[config.mk]
export PLATFORM = sky130hd
export DESIGN_NAME = gpio_port
export DESIGN_NICKNAME = d
export VERILOG_FILES = /design/src/verilog/gpio_port.v /design/src/verilog/pin_sync.v /design/src/verilog/pin_drive.v
export VERILOG_INCLUDE_DIRS = /design/src /design/src/verilog
export SDC_FILE = /design/constraint.sdc
export NUM_CORES = 1
export LEC_CHECK = 0
export BUFFER_PORTS_ARGS = -buffer_cell sky130_fd_sc_hd__buf_2
export CAP_MARGIN = 5
export CORE_UTILIZATION = 50
export DETAILED_ROUTE_END_ITERATION = 8
export PLACE_DENSITY_LB_ADDON = 0.2
export SKIP_CTS_REPAIR_TIMING = 1
export SLEW_MARGIN = 20
export SYNTH_ARGS = -nofsm -noshare
export SYNTH_HDL_FRONTEND = slang
export SYNTH_SLANG_ARGS = --single-unit
[constraint.sdc]
create_clock -name pclk -period 5.8 [get_ports pclk]
set_input_delay 0.29 -clock pclk [delete_from_list [all_inputs] [get_ports pclk]]
set_output_delay 0.29 -clock pclk [all_outputs]
set_load 0.01 [all_outputs]
[src/verilog/gpio_regs.vh]
`ifndef GPIO_REGS_VH
`define GPIO_REGS_VH

// port register window: paddr[8:6] picks the port, paddr[5:2] the word
`define PORT_COUNT      5
`define PORT_SEL_LSB    6
`define PORT_STRIDE     12'h0040

// word offsets inside one port window
`define OFF_OUT_DATA    6'h00
`define OFF_PIN_STATE   6'h04
`define OFF_DRIVE_MODE  6'h08
`define OFF_BUF_EN      6'h0C
`define OFF_PAD_CFG     6'h10
`define OFF_PIN_SEL     6'h14
`define OFF_INT_STAT    6'h18
`define OFF_INT_MASK    6'h1C

// field positions
`define BUF_IN_LSB      0
`define BUF_OUT_LSB     8
`define CFG_THR_LSB     0
`define CFG_SLEW_LSB    8

// reset values: every pin starts analog with both buffers off
`define RST_BYTE        8'h00
`define RST_MODE        24'h00_0000
`define RST_SEL         16'h0000

// implemented pins: four full ports and a four-pin last port
`define PIN_MASK        40'h0F_FFFF_FFFF

// drive mode codes
`define DM_ANALOG       3'h0
`define DM_INPUT        3'h1
`define DM_WUP_SDN      3'h2
`define DM_SUP_WDN      3'h3
`define DM_OD_LOW       3'h4
`define DM_OD_HIGH      3'h5
`define DM_STRONG       3'h6
`define DM_WEAK         3'h7

// output source codes
`define SEL_DATA        2'h0

`endif

[src/verilog/gpio_port.v]
// Notes on behaviour
// (RULE1) eight drive modes per pin
// (RULE2) analog mode disables input and output
// (RULE3) five ports, up to eight pins, 36 total
// (RULE4) reset leaves every pin fully disabled
// (RULE5) output data register, readable pin state
// (RULE6) per-pin interrupt, one request per port
// (RULE7) separate input and output buffer enables
// (RULE8) per-pin CMOS or LVTTL threshold bit
// (RULE9) per-pin slew rate selection bit
// (RULE10) per-pin selector: data or peripheral signal
// (RULE11) pin level synchronised two stages first
`include "gpio_regs.vh"

module gpio_port
(
    input  wire         pclk,
    input  wire         presetn,
    input  wire         psel,
    input  wire         penable,
    input  wire         pwrite,
    input  wire [11:0]  paddr,
    input  wire [31:0]  pwdata,
    output reg  [31:0]  prdata,
    output wire         pready,
    output reg          pslverr,
    input  wire [35:0]  pin_in,
    output wire [35:0]  pin_out,
    output wire [35:0]  pin_oe,
    output wire [35:0]  pin_pu_en,
    output wire [35:0]  pin_pd_en,
    output wire [35:0]  pin_ie,
    output wire [35:0]  pin_lvttl,
    output wire [35:0]  pin_slow,
    output wire [35:0]  pin_analog,
    input  wire [107:0] periph_out,
    output wire [35:0]  periph_in,
    output wire [4:0]   irq
);
    // register state, one slice per port laid side by side: eight bits, 24 for mode, 16 for select
    reg  [39:0]  out_q;
    reg  [119:0] mode_q;
    reg  [39:0]  ien_q;
    reg  [39:0]  oen_q;
    reg  [39:0]  thr_q;
    reg  [39:0]  slew_q;
    reg  [79:0]  sel_q;
    reg  [39:0]  stat_q;
    reg  [39:0]  mask_q;
    reg  [39:0]  state_q;

    wire [35:0]  sync_lvl;
    wire [35:0]  ie_w;
    wire [39:0]  lvl_d;
    wire [39:0]  evt;
    wire [2:0]   a_port;
    wire [5:0]   a_off;
    wire         a_ok;
    wire         wr;
    wire [2:0]   rp;
    reg  [31:0]  rd_d;
    reg          err_d;

    // true when offset belongs to the register map
    function known_off;
        input [5:0] off;
        begin
            case (off)
                `OFF_OUT_DATA, `OFF_PIN_STATE, `OFF_DRIVE_MODE,
                `OFF_BUF_EN, `OFF_PAD_CFG, `OFF_PIN_SEL,
                `OFF_INT_STAT, `OFF_INT_MASK: known_off = 1'b1;
                default:                      known_off = 1'b0;
            endcase
        end
    endfunction

    // write strobe for one port and one offset
    function hit;
        input         w;
        input [2:0]   port;
        input integer want;
        input [5:0]   off;
        input [5:0]   tgt;
        begin
            // the loop index arrives whole; only its low bits name a port
            hit = w & (port == want[2:0]) & (off == tgt);
        end
    endfunction

    // one port's byte out of a 40-bit bank; a missing port gives zero
    function [7:0] byte_of;
        input [39:0] bank;
        input [2:0]  port;
        begin
            case (port)
                3'h0:    byte_of = bank[7:0];
                3'h1:    byte_of = bank[15:8];
                3'h2:    byte_of = bank[23:16];
                3'h3:    byte_of = bank[31:24];
                3'h4:    byte_of = bank[39:32];
                default: byte_of = 8'h00;
            endcase
        end
    endfunction

    // one port's mode word; a fixed case avoids a variable multiply
    function [23:0] mode_of;
        input [119:0] bank;
        input [2:0]   port;
        begin
            case (port)
                3'h0:    mode_of = bank[23:0];
                3'h1:    mode_of = bank[47:24];
                3'h2:    mode_of = bank[71:48];
                3'h3:    mode_of = bank[95:72];
                3'h4:    mode_of = bank[119:96];
                default: mode_of = 24'h00_0000;
            endcase
        end
    endfunction

    // one port's selector word, two bits per pin
    function [15:0] sel_of;
        input [79:0] bank;
        input [2:0]  port;
        begin
            case (port)
                3'h0:    sel_of = bank[15:0];
                3'h1:    sel_of = bank[31:16];
                3'h2:    sel_of = bank[47:32];
                3'h3:    sel_of = bank[63:48];
                3'h4:    sel_of = bank[79:64];
                default: sel_of = 16'h0000;
            endcase
        end
    endfunction

    // address decode; upper address bits must be zero
    assign a_port = paddr[8:6];
    assign a_off  = paddr[5:0];
    assign a_ok   = (paddr[11:9] == 3'h0) && (a_port < 3'h5) // RULE3
                    && known_off(a_off);
    assign rp     = a_ok ? a_port : 3'h0;

    // zero wait states; the read word is prepared in the setup cycle
    assign pready = 1'b1;
    assign wr     = psel & penable & pwrite & a_ok;

    // pins reach the system clock through two flops
    pin_sync u_sync
    (
        .clk      (pclk),
        .rst_n    (presetn),
        .async_in (pin_in),
        .sync_out (sync_lvl)                                      // RULE11
    );

    // disabled inputs read as zero, so they cannot raise events
    assign lvl_d = {4'h0, sync_lvl & ie_w};                       // RULE11
    // any change of an enabled pin is an event; turning the input
    // buffer on or off can itself show as one edge
    assign evt   = (lvl_d ^ state_q) & `PIN_MASK;                 // RULE6

    // pin state register samples the synchronised level
    always @(posedge pclk or negedge presetn)
    begin
        if (!presetn)
            state_q <= 40'h00_0000_0000;
        else
            state_q <= lvl_d;                                     // RULE5
    end

    // per-port register banks
    genvar p;
    generate
        for (p = 0; p < `PORT_COUNT; p = p + 1)
        begin : g_port
            // reset leaves mode analog and both buffers off
            always @(posedge pclk or negedge presetn)
            begin
                if (!presetn)
                begin
                    out_q[p*8 +: 8]   <= `RST_BYTE;               // RULE4
                    mode_q[p*24 +: 24] <= `RST_MODE;              // RULE4
                    ien_q[p*8 +: 8]   <= `RST_BYTE;               // RULE4
                    oen_q[p*8 +: 8]   <= `RST_BYTE;               // RULE4
                    thr_q[p*8 +: 8]   <= `RST_BYTE;
                    slew_q[p*8 +: 8]  <= `RST_BYTE;
                    sel_q[p*16 +: 16] <= `RST_SEL;
                    mask_q[p*8 +: 8]  <= `RST_BYTE;
                end
                else
                begin
                    if (hit(wr, a_port, p, a_off, `OFF_OUT_DATA))
                        out_q[p*8 +: 8] <= pwdata[7:0];           // RULE5
                    if (hit(wr, a_port, p, a_off, `OFF_DRIVE_MODE))
                        mode_q[p*24 +: 24] <= pwdata[23:0];       // RULE1
                    if (hit(wr, a_port, p, a_off, `OFF_BUF_EN))
                    begin
                        ien_q[p*8 +: 8] <= pwdata[`BUF_IN_LSB +: 8];
                        oen_q[p*8 +: 8] <= pwdata[`BUF_OUT_LSB +: 8];
                    end
                    if (hit(wr, a_port, p, a_off, `OFF_PAD_CFG))
                    begin
                        thr_q[p*8 +: 8]  <= pwdata[`CFG_THR_LSB +: 8];
                        slew_q[p*8 +: 8] <= pwdata[`CFG_SLEW_LSB +: 8];
                    end
                    if (hit(wr, a_port, p, a_off, `OFF_PIN_SEL))
                        sel_q[p*16 +: 16] <= pwdata[15:0];        // RULE10
                    if (hit(wr, a_port, p, a_off, `OFF_INT_MASK))
                        mask_q[p*8 +: 8] <= pwdata[7:0];
                end
            end

            // sticky status: write one clears, a new event wins
            always @(posedge pclk or negedge presetn)
            begin
                if (!presetn)
                    stat_q[p*8 +: 8] <= `RST_BYTE;
                else if (hit(wr, a_port, p, a_off, `OFF_INT_STAT))
                    stat_q[p*8 +: 8] <= (stat_q[p*8 +: 8]
                                         & ~pwdata[7:0])
                                        | evt[p*8 +: 8];          // RULE6
                else
                    stat_q[p*8 +: 8] <= stat_q[p*8 +: 8]
                                        | evt[p*8 +: 8];          // RULE6
            end

            // one level request per port from unmasked status
            assign irq[p] = |(stat_q[p*8 +: 8] & mask_q[p*8 +: 8]); // RULE6
        end
    endgenerate

    // per-pin pad logic, 36 pins on the flat pin buses
    genvar n;
    generate
        for (n = 0; n < 36; n = n + 1)
        begin : g_pin
            pin_drive u_drv
            (
                .mode       (mode_q[n*3 +: 3]),                   // RULE1
                .out_buf_en (oen_q[n]),                           // RULE7
                .in_buf_en  (ien_q[n]),                           // RULE7
                .sel        (sel_q[n*2 +: 2]),                    // RULE10
                .data_bit   (out_q[n]),                           // RULE5
                .periph     (periph_out[n*3 +: 3]),
                .drv_val    (pin_out[n]),
                .drv_oe     (pin_oe[n]),
                .pu_en      (pin_pu_en[n]),
                .pd_en      (pin_pd_en[n]),
                .ie         (ie_w[n]),
                .analog     (pin_analog[n])                       // RULE2
            );
        end
    endgenerate

    assign pin_ie    = ie_w;
    assign pin_lvttl = thr_q[35:0];                               // RULE8
    assign pin_slow  = slew_q[35:0];                              // RULE9
    assign periph_in = state_q[35:0];

    // read word selection; addresses beyond the last port read as zero
    always @*
    begin
        rd_d  = 32'h0000_0000;
        err_d = ~a_ok;
        case (a_off)
            `OFF_OUT_DATA:   rd_d[7:0]  = byte_of(out_q, rp);
            `OFF_PIN_STATE:  rd_d[7:0]  = byte_of(state_q, rp);   // RULE5
            `OFF_DRIVE_MODE: rd_d[23:0] = mode_of(mode_q, rp);
            `OFF_BUF_EN:
            begin
                rd_d[`BUF_IN_LSB +: 8]  = byte_of(ien_q, rp);
                rd_d[`BUF_OUT_LSB +: 8] = byte_of(oen_q, rp);
            end
            `OFF_PAD_CFG:
            begin
                rd_d[`CFG_THR_LSB +: 8]  = byte_of(thr_q, rp);
                rd_d[`CFG_SLEW_LSB +: 8] = byte_of(slew_q, rp);
            end
            `OFF_PIN_SEL:    rd_d[15:0] = sel_of(sel_q, rp);
            `OFF_INT_STAT:   rd_d[7:0]  = byte_of(stat_q, rp);
            `OFF_INT_MASK:   rd_d[7:0]  = byte_of(mask_q, rp);
            default:         rd_d = 32'h0000_0000;
        endcase
        if (!a_ok)
            rd_d = 32'h0000_0000;
    end

    // latch read data and error during setup so the access has them
    always @(posedge pclk or negedge presetn)
    begin
        if (!presetn)
        begin
            prdata  <= 32'h0000_0000;
            pslverr <= 1'b0;
        end
        else if (psel && !penable)
        begin
            prdata  <= pwrite ? 32'h0000_0000 : rd_d;
            pslverr <= err_d;
        end
        else if (!psel)
        begin
            prdata  <= 32'h0000_0000;
            pslverr <= 1'b0;
        end
    end
endmodule

[src/verilog/pin_sync.v]
// two flip-flop synchroniser; only the second stage leaves the module
module pin_sync
(
    input  wire        clk,
    input  wire        rst_n,
    input  wire [35:0] async_in,
    output reg  [35:0] sync_out
);
    reg [35:0] meta_q;

    // first stage feeds the second stage and nothing else
    always @(posedge clk or negedge rst_n)
    begin
        if (!rst_n)
        begin
            meta_q   <= 36'h0_0000_0000;
            sync_out <= 36'h0_0000_0000;
        end
        else
        begin
            meta_q   <= async_in;
            sync_out <= meta_q;
        end
    end
endmodule

[src/verilog/pin_drive.v]
`include "gpio_regs.vh"

// one pin: output source selection and drive mode decode
module pin_drive
(
    input  wire [2:0] mode,
    input  wire       out_buf_en,
    input  wire       in_buf_en,
    input  wire [1:0] sel,
    input  wire       data_bit,
    input  wire [2:0] periph,
    output reg        drv_val,
    output reg        drv_oe,
    output reg        pu_en,
    output reg        pd_en,
    output wire       ie,
    output wire       analog
);
    reg  v;
    wire ob;

    // analog kills both digital paths whatever the buffer enables say
    assign analog = (mode == `DM_ANALOG);                         // RULE2
    assign ie     = in_buf_en & ~analog;                          // RULE7
    assign ob     = out_buf_en & ~analog & (mode != `DM_INPUT);   // RULE7

    // pick the data register or one of three peripheral signals
    always @*
    begin
        case (sel)                                                // RULE10
            `SEL_DATA: v = data_bit;
            2'h1:      v = periph[0];
            2'h2:      v = periph[1];
            default:   v = periph[2];
        endcase
    end

    // weak levels use the pulls, strong levels use the driver
    always @*
    begin
        drv_val = v;
        drv_oe  = 1'b0;
        pu_en   = 1'b0;
        pd_en   = 1'b0;
        case (mode)                                               // RULE1
            `DM_WUP_SDN:
            begin
                drv_oe = ob & ~v;
                pu_en  = ob & v;
            end
            `DM_SUP_WDN:
            begin
                drv_oe = ob & v;
                pd_en  = ob & ~v;
            end
            `DM_OD_LOW:  drv_oe = ob & ~v;
            `DM_OD_HIGH: drv_oe = ob & v;
            `DM_STRONG:  drv_oe = ob;
            `DM_WEAK:
            begin
                pu_en = ob & v;
                pd_en = ob & ~v;
            end
            default:     drv_oe = 1'b0;
        endcase
    end
endmodule

==> metrics.txt <==
RSZ-0062 raised after global routing=no; crit path DAT=about 3.7 ns; Sink Count=just over 600; Mapped Area=0.0323 mm^2; r2r setup slk=approximately 3.4 ns; Die H=256 um; cell type with the largest total area after synthesis=dfrtp_1; hold_ws=approximately 0.0022 ns; post-synthesis compound-gate area fraction=around 10%; Yosys top cell area share=47.4%; Worst path slowest cell=or4_1; deepest clock path buffer count=3; ANT nets after route=0; final hold violation count=0; vias post-DR=approximately 26000; P&R area growth vs syn=12.3%; vias per cell=6.41; Synth area leaders=dfrtp_1 (47%), mux2_2 (12%), buf_4 (7.3%); DR DRC count=0; I/O pins=556; drt initial violations=2901; TritonCTS Buffers=70; CTS tree=yes; status=complete, no violations; EDFF count, synth=0; Final GP Congestion=1.03; worst hold path stage count=2; Primary FF master, synth=dfrtp_1; post-synthesis sequential area ratio=between 40 and 50%; GRT Overall Usage=38.2%; Worst path top cell family by delay=simple AND/OR/NAND/NOR gates; Mean Syn Cell Area=11.3 um^2; largest net degree at the start of global routing=180; Final #Nets=about 3300; Final Max Tran Viols=0; Mapped Cells=about 2900; synth warn=0; I/O Buffers=between 500 and 600; worst skew pair latency=0.61 ns; fin cells=between 4000 and 5000; WP depth=7; CP cell instances=buf_2, or4_1, nor3_4, buf_4, nand3_1, o21ai_0, nand2_1; WL final=~130000 um; Setup crit end kind=register; Post-Synth Simple-Gate Area=10.7%; Seq cells post-synth=roughly 600; H-tree depth=3; Design Power=between 9 and 10 mW; WP buf/inv=2; critical path type=in -> reg; Congestion Overflow GR=0; initial core utilization=slightly above 50%; WL per Instance=31.7 um; CP max FO=51; HP Class=in -> reg; Final WS setup=2.55 ns; Clock transition at path regs=about 0.060 ns; Yosys cell types=~80; CP startpoint kind=input port; Post-Route Setup TNS=0 ns; CTS root buffer=clkbuf_16; Peak VDD IR=around 0.00025 V; r2r worst-path depth=6; relative slew slack=around 20%; DRT Pass-1 Iters=6; Peak Freq=307 MHz; initial antenna violation count=6; Rows=slightly above 90; fin crit period=3.25 ns; Post-synth ARST share=between 90% and 100%; Critical Path RT=6.27 ns; Worst-Margin Slew=1.19 ns; Die X=~260 um; share of layout cells above drive strength 1=~35%; largest family of logic cells by synthesized area=multiplexers; fin crit share=56.1%; worst clock skew=0.0312 ns; die area=0.0657 mm^2; MaxCap Viol Count=0; Placed Instances=roughly 3800; vias in the first global route=~25000; # setup viols final=0; CP peak stage delay=about 0.89 ns; first-pass GRT wire length=182000 um; post-DP HPWL=between 90000 and 100000 um; Core Box Area=0.0635 mm^2; XOR/XNOR share of the synthesized area=under 10%; leakage power=~17 nW; multiplexer area fraction after synthesis=between 10% and 20%; Pwr Density=~260 mW/mm^2; Post-Synth Adder-Cell Area=0%; pre-CTS WS=2.07 ns
## logic make-up after synthesis
family / count (synthesis)
AO/OA/AOI/OAI: 478
XOR/XNOR: 74
AND/OR/NAND/NOR: 662
multiplexers: 533
buffers and inverters: 499
other: 2
flip-flops: 613
## routing by layer
layer / GRT usage (%) / vias up / wire (um)
li1: - / 10500 / -
met1: 51.7 / 13300 / 51000
met2: 59.2 / 1544 / 58000
met3: 7.20 / 315 / 11600
met4: 18.4 / 4 / 6470
met5: 0 / - / 33
## per-stage QoR
stage                     area (um^2)  utilization [%]
after floorplan                 32400                -
after global placement          33500             52.8
after detailed placement        33500             52.8
after CTS                       35900             56.5
after global routing            36300             57.2
final                           36300             57.2
## registers in the layout (all words and copies together), names as in the netlist, 4 cells and up
signal           count
ien_q               40
mask_q              40
mode_q             120
oen_q               40
out_q               40
pin_lvttl           36
pin_slow            36
prdata              24
sel_q               80
slew_q               4
stat_q              40
state_q             36
thr_q                4
u_sync.meta_q       36
u_sync.sync_out     36
## where the power goes
| group | switching, mW | leakage (nW) | internal [mW] |
|---|---|---|---|
| Clock | 1.80 | 1.17 | 2.85 |
| Sequential | 0.00834 | 8.21 | 4.30 |
| Combinational | 0.274 | 7.83 | 0.102 |
| Total | 2.08 | 17.2 | 7.25 |
## cells in the mapped netlist, types with 17 or more instances
| cell type | number |
|---|---|
| a21oi_1 | 82 |
| a221oi_1 | 23 |
| a22o_1 | 22 |
| a22oi_1 | 148 |
| a31oi_1 | 35 |
| and2_1 | 43 |
| buf_2 | 36 |
| buf_4 | 315 |
| clkbuf_1 | 85 |
| dfrtp_1 | 613 |
| inv_1 | 44 |
| mux2_1 | 128 |
| mux2_2 | 340 |
| mux2i_1 | 29 |
| mux4_2 | 36 |
| nand2_1 | 330 |
| nand3_1 | 26 |
| nor2_1 | 21 |
| nor2_4 | 17 |
| nor2b_1 | 38 |
| nor3_1 | 78 |
| nor3b_1 | 37 |
| o21ai_0 | 46 |
| o22ai_1 | 39 |
| xnor2_1 | 40 |
| xor2_1 | 34 |
## worst paths after layout
check                                 endpoint              from
max                                 stat_q[31]         paddr[10]
min                                 mode_q[88]        pwdata[16]
max reg2reg                          prdata[2]        mode_q[50]
min reg2reg                 u_sync.sync_out[9]  u_sync.meta_q[9]
max in group asynchronous         pin_slow[27]           presetn
min in group asynchronous  u_sync.sync_out[21]           presetn
## area by class of cell
type,count,area (um^2)
antenna,1,2.50
clock buffer,102,2050
clock inverter,19,334
fill,5420,27200
inverter,45,169
multi-input combinational,1756,13900
sequential,613,15300
tap,846,1060
timing repair buffer,619,3460
## layout by cell type, fill, tap and decap left out, types with 8 or more instances in the layout
cell           synthesis  routed
o22ai_1               39      39
dlygate4sd3_1          0      39
xor2_1                34      34
buf_4                315      38
a222oi_1              12      12
mux2_1               128     128
nand3_1               26      26
and3_1                12      11
and2_1                43      42
nand2_1              330     329
clkbuf_16              0      71
o41ai_1                8       8
nor2_4                17      19
inv_1                 44      44
a221oi_1              23      23
a22oi_1              148     148
nor2_1                21      17
mux4_2                36      36
nor3b_1               37      37
mux2i_1               29      29
buf_2                 36     537
conb_1                 2       9
clkbuf_1              85      15
nor2_2                 7       9
nor3_1                78      78
dfrtp_1              613     613
a21oi_1               82      82
mux2_2               340     340
o21ai_0               46      46
a22o_1                22      22
clkbuf_8               0      16
xnor2_1               40      40
a31oi_1               35      35
bufinv_16              0       9
o2bb2ai_1             16      16
nand4_1               13      13
nor2b_1               38      36
(Power assumes the default switching activity.)
